$ cat config.mk
export PLATFORM = sky130hd
export DESIGN_NAME = banked_gpr_file
export DESIGN_NICKNAME = d
export VERILOG_FILES = /design/src/logic/banked_gpr_pkg.sv /design/src/logic/stack_select.sv /design/src/logic/privilege_check.sv /design/src/logic/banked_gpr_file.sv
export VERILOG_INCLUDE_DIRS = /design/src /design/src/logic
export SDC_FILE = /design/constraint.sdc
export NUM_CORES = 1
export LEC_CHECK = 0
export ABC_CLOCK_PERIOD_IN_PS = 3000
export BUFFER_PORTS_ARGS = -buffer_cell sky130_fd_sc_hd__buf_2
export CAP_MARGIN = 30
export CORE_UTILIZATION = 23
export DETAILED_ROUTE_END_ITERATION = 6
export SLEW_MARGIN = 10
export SYNTH_ARGS = -nofsm -noshare
export SYNTH_HDL_FRONTEND = slang
export SYNTH_SLANG_ARGS = --single-unit
$ cat constraint.sdc
create_clock -name clock -period 3 [get_ports clock]
set_input_delay 0.15 -clock clock [delete_from_list [all_inputs] [get_ports clock]]
set_output_delay 0.15 -clock clock [all_outputs]
set_load 0.005 [all_outputs]
$ cat src/logic/banked_gpr_consts.svh
// Purpose: constants for the banked register file
// Assumes: 16-bit data, 3-bit register index
// Notes: definitions only
`ifndef BANKED_GPR_CONSTS_SVH
`define BANKED_GPR_CONSTS_SVH
`define WORD_W 16
`define INDEX_W 3
`define BANK_REGS 6
`define SP_INDEX 3'h6
`define PC_INDEX 3'h7
`define MODE_CUR_HI 15
`define MODE_CUR_LO 14
`define MODE_PREV_HI 13
`define MODE_PREV_LO 12
`define BANK_SEL_BIT 11
`define MODE_KERNEL 2'h0
`define MODE_SUPER 2'h1
`define MODE_RSVD 2'h2
`define MODE_USER 2'h3
`define STACK_STEP 16'h0002
`define WORD_RESET 16'h0000
`define STATUS_RESET 16'h0000
`endif

$ cat src/logic/banked_gpr_pkg.sv
// Purpose: shared types for the banked register file
// Assumes: constants come from banked_gpr_consts.svh
// Notes: types only
`include "banked_gpr_consts.svh"
package banked_gpr_pkg;
    typedef logic [`WORD_W-1:0] word_t;
    typedef logic [`INDEX_W-1:0] index_t;
    typedef logic [1:0] mode_t;
    typedef struct packed {
        logic en;
        index_t idx;
        word_t data;
    } write_req_t;
    typedef struct packed {
        logic start;
        word_t newStatus;
        word_t newPc;
    } trap_req_t;
    typedef enum logic [2:0] {
        IDLE = 3'b001,
        PUSH_STATUS = 3'b010,
        PUSH_PC = 3'b100
    } trap_state_t;
endpackage : banked_gpr_pkg

$ cat src/logic/stack_select.sv
// Purpose: picks the stack pointer slot for a mode code
// Assumes: reserved mode code is flagged, kernel slot used
// Notes: purely combinational
`include "banked_gpr_consts.svh"
module stack_select (
    // mode in
    input wire banked_gpr_pkg::mode_t mode,
    // selection out
    output logic [1:0] slot,
    output logic reserved
);
    assign slot = (mode == `MODE_USER) ? 2'h2 : (mode == `MODE_SUPER) ? 2'h1 : 2'h0;
    assign reserved = (mode == `MODE_RSVD);
endmodule : stack_select

$ cat src/logic/privilege_check.sv
// Purpose: flags privileged instructions outside kernel mode
// Assumes: datapath marks privileged opcodes
// Notes: combinational
`include "banked_gpr_consts.svh"
module privilege_check (
    // inputs
    input wire banked_gpr_pkg::mode_t mode,
    input wire logic privileged,
    // result
    output logic inhibit
);
    assign inhibit = privileged && (mode != `MODE_KERNEL);
endmodule : privilege_check

$ cat src/logic/banked_gpr_file.sv
// Purpose: banked working registers, per-mode stack pointers, shared program counter
// Assumes: status word is written by the datapath; one write per cycle
// Notes: trap sequence pushes status then pc onto the new mode's stack
// Function
// - two banks of six working registers each, twelve in total
// - three stack pointers, one per kernel, supervisor, user mode
// - one program counter shared by all modes and banks at index seven
// - index six reaches the stack pointer of the current mode
// - only the selected bank is reachable through indices zero to five
// - bank chosen by a status word field only
// - bank field zero selects bank zero, one selects bank one
// - trap switches mode and pushes old status onto new mode's stack
// - program counter holds next address and reads as an operand
// - stack pointer points at the most recently pushed entry
// - privileged instructions inhibited outside kernel mode
// - current mode in status bits 15:14, previous in 13:12
`include "banked_gpr_consts.svh"
module banked_gpr_file (
    // clock and reset
    input wire logic clock,
    input wire logic rstn,
    // read ports
    input wire banked_gpr_pkg::index_t readIdxA,
    input wire banked_gpr_pkg::index_t readIdxB,
    output banked_gpr_pkg::word_t readDataA,
    output banked_gpr_pkg::word_t readDataB,
    // write port
    input wire banked_gpr_pkg::write_req_t writeReq,
    // status word load
    input wire logic statusLoad,
    input wire banked_gpr_pkg::word_t statusIn,
    // next instruction address
    input wire logic pcLoad,
    input wire banked_gpr_pkg::word_t pcIn,
    // trap entry
    input wire banked_gpr_pkg::trap_req_t trapReq,
    // privilege query
    input wire logic privilegedOp,
    // outputs
    output banked_gpr_pkg::word_t processorStatusWord,
    output banked_gpr_pkg::word_t programCounter,
    output logic inhibitOp,
    output logic modeReserved,
    output logic trapBusy,
    output logic pushValid,
    output banked_gpr_pkg::word_t pushAddr,
    output banked_gpr_pkg::word_t pushData
);
    // ------------------------------------------------------------
    // storage
    // ------------------------------------------------------------
    banked_gpr_pkg::word_t bankReg [2][`BANK_REGS];
    banked_gpr_pkg::word_t stackPtr [3];
    banked_gpr_pkg::word_t pcReg;
    banked_gpr_pkg::word_t status;
    banked_gpr_pkg::word_t savedStatus;
    banked_gpr_pkg::word_t savedPc;
    banked_gpr_pkg::trap_state_t state;
    banked_gpr_pkg::trap_state_t next_state;

    // ------------------------------------------------------------
    // decode
    // ------------------------------------------------------------
    wire banked_gpr_pkg::mode_t curMode;
    wire bankSel;
    wire [1:0] curSlot;
    wire curRsvd;
    wire inhibitNow;
    wire banked_gpr_pkg::word_t curSp;
    wire banked_gpr_pkg::word_t trapStatus;

    assign curMode = status[`MODE_CUR_HI:`MODE_CUR_LO];
    assign bankSel = status[`BANK_SEL_BIT];
    assign curSp = stackPtr[curSlot];
    assign trapStatus = {trapReq.newStatus[`MODE_CUR_HI:`MODE_CUR_LO], curMode,
        trapReq.newStatus[`MODE_PREV_LO-1:0]};

    // ------------------------------------------------------------
    // mode decoders
    // ------------------------------------------------------------
    stack_select i_stack_select (
        .mode(curMode),
        .slot(curSlot),
        .reserved(curRsvd)
    );

    privilege_check i_privilege_check (
        .mode(curMode),
        .privileged(privilegedOp),
        .inhibit(inhibitNow)
    );

    // ------------------------------------------------------------
    // read ports
    // ------------------------------------------------------------
    function automatic banked_gpr_pkg::word_t readReg(input banked_gpr_pkg::index_t idx);
        if (idx == `PC_INDEX) begin
            readReg = pcReg;
        end else if (idx == `SP_INDEX) begin
            readReg = curSp;
        end else begin
            readReg = bankReg[bankSel][idx];
        end
    endfunction : readReg

    always_comb begin
        readDataA = readReg(readIdxA);
        readDataB = readReg(readIdxB);
    end

    // ------------------------------------------------------------
    // write and push decode
    // ------------------------------------------------------------
    wire idle;
    wire trapStart;
    wire wrBank;
    wire wrSp;
    wire wrPc;
    wire pushing;
    wire banked_gpr_pkg::word_t spDec;
    wire banked_gpr_pkg::word_t pushWord;

    assign idle = (state == banked_gpr_pkg::IDLE);
    assign trapStart = idle && trapReq.start;
    assign wrBank = idle && writeReq.en && (writeReq.idx < `SP_INDEX);
    assign wrSp = idle && writeReq.en && (writeReq.idx == `SP_INDEX);
    assign wrPc = idle && writeReq.en && (writeReq.idx == `PC_INDEX);
    assign pushing = !idle;
    assign spDec = curSp - `STACK_STEP;
    assign pushWord = (state == banked_gpr_pkg::PUSH_STATUS) ? savedStatus : savedPc;

    // ------------------------------------------------------------
    // trap sequencer
    // ------------------------------------------------------------
    always_comb begin
        next_state = state;
        unique case (state)
            banked_gpr_pkg::IDLE: begin
                if (trapReq.start) begin
                    next_state = banked_gpr_pkg::PUSH_STATUS;
                end
            end
            banked_gpr_pkg::PUSH_STATUS: begin
                next_state = banked_gpr_pkg::PUSH_PC;
            end
            banked_gpr_pkg::PUSH_PC: begin
                next_state = banked_gpr_pkg::IDLE;
            end
            default: begin
                next_state = banked_gpr_pkg::IDLE;
            end
        endcase
    end

    always_ff @(posedge clock) begin
        if (!rstn) begin
            state <= banked_gpr_pkg::IDLE;
        end else begin
            state <= next_state;
        end
    end

    // ------------------------------------------------------------
    // status word
    // ------------------------------------------------------------
    always_ff @(posedge clock) begin
        if (!rstn) begin
            status <= `STATUS_RESET;
        end else if (trapStart) begin
            status <= trapStatus;
        end else if (idle && statusLoad) begin
            status <= statusIn;
        end
    end

    // ------------------------------------------------------------
    // saved context
    // ------------------------------------------------------------
    always_ff @(posedge clock) begin
        if (!rstn) begin
            savedStatus <= `WORD_RESET;
            savedPc <= `WORD_RESET;
        end else if (trapStart) begin
            savedStatus <= status;
            savedPc <= pcReg;
        end
    end

    // ------------------------------------------------------------
    // program counter
    // ------------------------------------------------------------
    always_ff @(posedge clock) begin
        if (!rstn) begin
            pcReg <= `WORD_RESET;
        end else if (trapStart) begin
            pcReg <= trapReq.newPc;
        end else if (wrPc) begin
            pcReg <= writeReq.data;
        end else if (idle && pcLoad) begin
            pcReg <= pcIn;
        end
    end

    // ------------------------------------------------------------
    // working banks
    // ------------------------------------------------------------
    always_ff @(posedge clock) begin
        if (!rstn) begin
            for (int b = 0; b < 2; b++) begin
                for (int r = 0; r < `BANK_REGS; r++) begin
                    bankReg[b][r] <= `WORD_RESET;
                end
            end
        end else if (wrBank) begin
            bankReg[bankSel][writeReq.idx] <= writeReq.data;
        end
    end

    // ------------------------------------------------------------
    // stack pointers
    // ------------------------------------------------------------
    always_ff @(posedge clock) begin
        if (!rstn) begin
            for (int s = 0; s < 3; s++) begin
                stackPtr[s] <= `WORD_RESET;
            end
        end else if (pushing) begin
            stackPtr[curSlot] <= spDec;
        end else if (wrSp) begin
            stackPtr[curSlot] <= writeReq.data;
        end
    end

    // ------------------------------------------------------------
    // outputs
    // ------------------------------------------------------------
    always_ff @(posedge clock) begin
        if (!rstn) begin
            pushValid <= 1'b0;
        end else begin
            pushValid <= pushing;
        end
    end

    always_ff @(posedge clock) begin
        if (!rstn) begin
            pushAddr <= `WORD_RESET;
        end else begin
            pushAddr <= spDec;
        end
    end

    always_ff @(posedge clock) begin
        if (!rstn) begin
            pushData <= `WORD_RESET;
        end else begin
            pushData <= pushWord;
        end
    end

    always_ff @(posedge clock) begin
        if (!rstn) begin
            processorStatusWord <= `STATUS_RESET;
        end else begin
            processorStatusWord <= status;
        end
    end

    always_ff @(posedge clock) begin
        if (!rstn) begin
            programCounter <= `WORD_RESET;
        end else begin
            programCounter <= pcReg;
        end
    end

    // ------------------------------------------------------------
    // status flags
    // ------------------------------------------------------------
    always_ff @(posedge clock) begin
        if (!rstn) begin
            inhibitOp <= 1'b0;
        end else begin
            inhibitOp <= inhibitNow;
        end
    end

    always_ff @(posedge clock) begin
        if (!rstn) begin
            modeReserved <= 1'b0;
        end else begin
            modeReserved <= curRsvd;
        end
    end

    always_ff @(posedge clock) begin
        if (!rstn) begin
            trapBusy <= 1'b0;
        end else begin
            trapBusy <= trapStart || (state == banked_gpr_pkg::PUSH_STATUS);
        end
    end
endmodule : banked_gpr_file

## Yosys cells after proc, flatten, opt, wreduce, memory -nomap -nowiden

Memory sizes are Yosys's and may differ from the RTL's. A register that Yosys moved wholly into a read port is not among the register bits.
Cells that the tools add are included.

- Flip-flop bits (word level): 135
- Bits in latches: 0
- RAM bits: 240
- Bits in read-only memories: 0
- Output and inout bits: 100
- Logic and storage cells: 95
- Memories kept: 2

Memories:

| name | words | bits a word | rd ports | clocked after Yosys merged registers in | wr ports | line | text |
|---|---|---|---|---|---|---|---|
| bankReg | 2 | 96 | 1 | 1 | 2 | banked_gpr_file.sv:52 | `` banked_gpr_pkg::word_t bankReg [2][`BANK_REGS]; `` |
| stackPtr | 3 | 16 | 1 | 0 | 3 | banked_gpr_file.sv:53 | `banked_gpr_pkg::word_t stackPtr [3];` |

- Add/subtract/negate cells: 1
- Multipliers: 0
- Divide/modulo/power cells: 0
- $lt $le $gt $ge: 5
- Eq/ne operators: 12
- Shift operators: 0
- Multiplexer cells: 42
- Bitwise operators: 4
- Reductions and logical operators: 16

Operator list:

| operator | count |
|---|---|
| $mux W96 | 3 |
| $mux W16 | 17 |
| $bmux W16 S3 | 2 |
| $reduce_or A96 Y1 | 1 |
| $demux W16 S3 | 1 |
| $eq A3 B3 Y1 const B | 6 |
| $reduce_or A16 Y1 | 1 |
| $sub A16 B2 Y16 const B | 1 |
| $mux W1 | 15 |
| $ge A4 B4 Y1 const B | 3 |
| $not A3 Y4 | 3 |
| $logic_and A1 B1 Y1 | 9 |
| $pmux W3 S2 | 1 |
| $eq A2 B2 Y1 const B | 2 |
| $lt A4 B1 Y1 const B | 1 |
| $mux W2 | 2 |
| $reduce_bool A2 Y1 | 2 |
| $eq A3 B1 Y1 const B | 1 |
| $eq A3 B2 Y1 const B | 1 |
| $lt A3 B3 Y1 const B | 1 |
| $mux W3 | 1 |
| $reduce_bool A3 Y1 | 1 |
| $eq A2 B1 Y1 const B | 1 |
| $ne A2 B2 Y1 const B | 1 |
| 3 further kinds | 3 |

## Logic depth before layout (Yosys ltp)

- Depth after elaboration: 10
- Gate-level depth with buffers: 9
- Depth with buffers taken out: 8

## By module

A second synthesis with hierarchy kept.

- Cell total of the unflattened synthesis: 1314
- Area total of the unflattened synthesis: 17967.2 sq um

Modules (own cells, without submodules):

| module | times used | cells each | area each (sq um) | sequential area each (sq um) |
|---|---|---|---|---|
| banked_gpr_file | 1 | 1310 | 17937.2 | 10410.0 |
| stack_select | 1 | 3 | 22.5 | 0.0 |
| privilege_check | 1 | 1 | 7.5 | 0.0 |

## Worst setup path before layout

Ideal clock, no wire load.

- Path type: register to register
- Start: register state[1]
- End: memory bankReg[0][32] in the netlist's numbering, enable pin
- Library setup time: 0.411 ns
- Arrival time: 2.248 ns
- Data required time: 2.589 ns
- Path slack: 0.341 ns
- Cell stages (with the launch flop): 5
- Buffers on the path: 0
- Clock period less this slack: 2.659 ns
- Cells stage by stage: dfxtp_1 > nor3b_2 > nand3_1 > or3_1 > o21ai_0

RTL lines:

| what | line | text |
|---|---|---|
| start, declared | banked_gpr_file.sv:58 | `banked_gpr_pkg::trap_state_t state;` |
| start signal, assigned | banked_gpr_file.sv:157 | `state <= banked_gpr_pkg::IDLE;` |
| start signal, assigned | banked_gpr_file.sv:159 | `state <= next_state;` |
| end, declared | banked_gpr_file.sv:52 |  |

## Worst setup path after layout

- Start: register status[15]
- End: output port readDataB[3]

- Longest elaborated chain between the ends: 6

Ends and longest elaborated chain:

| what | line | text |
|---|---|---|
| start, declared | banked_gpr_file.sv:55 | `banked_gpr_pkg::word_t status;` |
| start signal, assigned | banked_gpr_file.sv:168 | `` status <= `STATUS_RESET; `` |
| start signal, assigned | banked_gpr_file.sv:170 | `status <= trapStatus;` |
| start signal, assigned | banked_gpr_file.sv:172 | `status <= statusIn;` |
| $eq A2 B1 Y1 (no source line) | n/a |  |
| $mux W1 | stack_select.sv:12 | `` assign slot = (mode == `MODE_USER) ? 2'h2 : (mode == `MODE_SUPER) ? 2'h1 : 2'h0; `` |
| $mux W2 * | stack_select.sv:12 |  |
| $mem_v2 Z3 W16 * | n/a |  |
| $mux W16 * | banked_gpr_file.sv:99 | `` end else if (idx == `SP_INDEX) begin `` |
| $mux W16 * | banked_gpr_file.sv:97 | `` if (idx == `PC_INDEX) begin `` |
| end, declared | banked_gpr_file.sv:26 | `output banked_gpr_pkg::word_t readDataB,` |

Mark *: on every way between the ends. The rest lies on a longest branch, timed or not.

==> impl_metrics.py <==
metrics = {
    "timing": {
        "finalMaxSlewViolations": 0,
        "tightestPinTransition_ps": 825.1,
        "rsz0062_at_grt": "no",
        "hold_violations": 0,
        "skew_ps": 30.98,
        "max_freq_ghz": 0.3440,
        "maxSlewHeadroom_pct": 44.41,
        "fin_crit_sh_pct": 96.89,
        "fin_crit_ps": 2907,
        "setup_violations": 0,
    },
    "placed_design": {
        "portBuffers": 193,
        "globalplace.congestion": 0.8208,
        "dp_cells": 2477,
        "dp_hpwl_um": 40390,
    },
    "clock_network": {
        "htree_levels": 2,
        "cts_tree": "done",
        "insertion_delay_ps": 580,
        "clockRootBuffer": "clkbuf_16",
        "clock-sinks": 376,
        "clk_pin_slew_ps": 60,
        "clockBufferDepth": 3,
        "cts_buffers": 43,
    },
    "pwr": {
        "peakVddDrop_mv": 0.3661,
        "seqPwrFrac_pct": 45.5,
        "pwr-share-clk_pct": 39.0,
        "switching_power_uw": 3559,
        "p_leak_uw": 0.008056,
        "power_uw": 13330,
        "p_per_area_nw_per_um2": 621.8,
        "comb_power_share_pct": 15.5,
        "p_int_uw": 9772,
        "swShare_pct": 26.70,
    },
    "synthesis": {
        "ys_ff_latch": 376,
        "synthMuxAreaShare_pct": 20.47,
        "synthAdderAreaFrac_pct": 0.07203,
        "synth_compound_area_share_pct": 5.474,
        "synth_edf_count": 240,
        "synth-simple-area-share_pct": 13.45,
        "netlist_area_um2": 17370,
        "avgSynthCellArea_um2": 12.80,
        "yosysWarnings": 0,
        "synthesis.nets": 1454,
        "synth_xor_area_share_pct": 0.5042,
        "yosysUniqueCellTypes": 51,
        "ys.flop_type": "edfxtp_1",
        "postSynthCellCount": 1357,
        "async_flop_share_pct": 0,
        "synth_seq_area_share_pct": 57.16,
        "synth_top_family_by_area": "multiplexers",
    },
    "routing": {
        "met1_length_um": 24440,
        "antenna_left": 0,
        "via_per_inst": 4.735,
        "routed.top_layer": "met5",
        "drt_first_iter_violations": 1217,
        "wl_met2_um": 27780,
        "wl_met3_um": 4815,
        "wirelength_um": 58170,
        "wl_per_cell_um": 22.43,
        "via_count": 12280,
        "drt_pass1_iterations": 7,
        "drc": 0,
    },
    "finish": {
        "fin_nets": 1684,
        "instances_no_fill": 2594,
        "ff_latch_area_um2": 9938,
        "multi_input_area_um2": 6977,
        "drive_gt1_share_pct": 30.27,
        "area_delta_synth_final_pct": 23.43,
        "fillCellCount": 7592,
    },
    "setup_path": {
        "crit_path_start_kind": "flip-flop",
        "crit_fanout": 19,
        "cp.arrival_ps": 2760,
        "required_ps": 2850,
        "crit_type": "reg2out",
        "end_kind": "primary output",
    },
    "floorplanning": {
        "start_util_pct": 23.29,
        "io_pins": 196,
        "dieArea_um2": 76630,
        "coreArea_um2": 74570,
        "dieHeight_um": 276.8,
        "rows": 100,
        "die_w_um": 276.8,
    },
    "global_routing": {
        "grt_pass1_wl_um": 83820,
        "antenna_found_initial": 10,
        "grt.total_usage_pct": 14.99,
        "grt_pass1_vias": 12350,
        "grt_max_degree": 69,
        "grt_overflow": 0,
    },
    "hold_path": {
        "hold_class": "in2reg",
    },
    "job": {
        "drv_cap": 0,
    },
    "status": {
        "outcome": "complete, no violations",
    },
}
[cell families (layout without fill, tap and decap cells)]
| kind of cell | after synthesis | in the layout |
|---|---|---|
| muxes | 181 | 181 |
| buffers and inverters | 120 | 385 |
| DFF | 376 | 376 |
| xor gates and xnor gates | 10 | 10 |
| other | 0 | 3 |
| adders and majority gates | 1 | 1 |
| and+or+nand+nor | 505 | 505 |
| AOI/OAI and AO/OA | 164 | 164 |
[what timing repair did]
item,in CTS,in global routing
hold buffers,29,0
endpoints found under the hold margin,16,0
gates resized for setup,1,1
buffers inserted,0,5
endpoints found under the setup margin,3,3
[metrics by stage]
step	hold slack [ps]	instance area (um2)	utilization (%)	TNS, ps	setup slack (ps)
6_report	35.28	21440	28.75	0	93.38
5_1_grt	20.82	21440	28.74	0	0.5833
4_1_cts	2.228	21390	28.69	-37.69	-19.84
3_5_place_dp	369.6	19710	26.43	0	281.6
3_3_place_gp	356.9	19710	26.43	0	312.2
2_1_floorplan	267.5	17370	-	0	341.2
[cells in the final DEF (no fill, tap or decap), types with 10 or more instances in the layout]
cell	n
a211oi_1	19
a21oi_1	71
a311oi_1	13
and2_1	109
and3_1	16
buf_2	193
buf_4	53
clkbuf_16	44
dfxtp_1	133
dlygate4sd3_1	29
edfxtp_1	240
inv_1	20
mux2i_1	28
mux4_2	128
nand2_1	194
nor2_1	147
o21ai_0	40
xnor2_1	10
[area by class of cell]
| type | instances | share of cell area [%] |
|---|---|---|
| antenna | 3 | 0.03501 |
| clock buffer | 56 | 5.486 |
| clock inverter | 24 | 1.010 |
| inverter | 21 | 0.3676 |
| multi-input combinational | 861 | 32.54 |
| sequential | 376 | 46.35 |
| tap | 969 | 5.655 |
| timing repair buffer | 284 | 8.555 |
[power groups by stage]
stage,clock network [uW],registers (uW),logic (uW)
after floorplan,0,6050,1240
after global placement,0,6150,2010
after detailed placement,0,6170,2040
after CTS,5300,6060,2090
after global routing,5510,6090,2230
final,5200,6060,2070
[routing by layer]
| layer | vias up | GRT usage [%] |
|---|---|---|
| met1 | 6246 | 20.07 |
| met2 | 529 | 24.58 |
| met4 | 8 | 3.989 |
| met5 | - | 0 |
| li1 | 5432 | - |
| met3 | 68 | 3.046 |
[critical path, stage by stage (launching register included)]
cell and delay [ps]:
dfxtp_2 360, buf_12 180, mux2_2 370, mux2i_4 200, buf_4 210, o21ai_0 190, mux4_2 510, buf_2 160
[Yosys cell counts, drive strengths merged, types with 2 or more instances]
cell type	number	area (um2)
nor3	7	35.03
dfxtp	136	2723
edfxtp	240	7207
a31oi	3	18.77
buf	22	130.1
mux4	128	2883
nor2b	2	12.51
and3	16	100.1
nand3	6	35.03
o31ai	3	22.52
mux2	11	138.9
nand2b	5	31.28
and2	110	688.2
a211oi	19	142.6
clkbuf	77	289.0
mux2i	42	534.3
o21ai	49	249.0
or3	3	18.77
a21o	2	16.27
nand2	195	732.0
nor2	148	558.0
nor4	5	43.79
inv	20	75.07
a21oi	71	355.3
o21a	2	15.01
nand4	4	46.29
a311oi	13	113.9
xnor2	10	87.58
[registers in the layout, summed over array words and instances, names as in the netlist, 16 cells and up, named ones only]
register and flops:
bankReg 192, stackPtr 48, pcReg 16, processorStatusWord 16, programCounter 16, pushAddr 16
pushData 16, savedPc 16, savedStatus 16, status 16
[worst paths after layout]
| path | start | endpoint | slack, ps | cells past startpoint |
|---|---|---|---|---|
| worst max-delay path | status[15]$_SDFFE_PN0N_ | readDataB[3] | 90 | 7 |
| worst min register to register | savedStatus[1]$_SDFFE_PN0P_ | savedStatus[1]$_SDFFE_PN0P_ | 450 | 2 |
| worst min-delay path | writeReq[15] | bankReg[0][47]$_SDFFCE_PN0P_ | 40 | 2 |
| worst max register to register | state[1]$_SDFFE_PN0P_ | status[2]$_SDFFE_PN0N_ | 370 | 7 |
(Power assumes the default switching activity.)
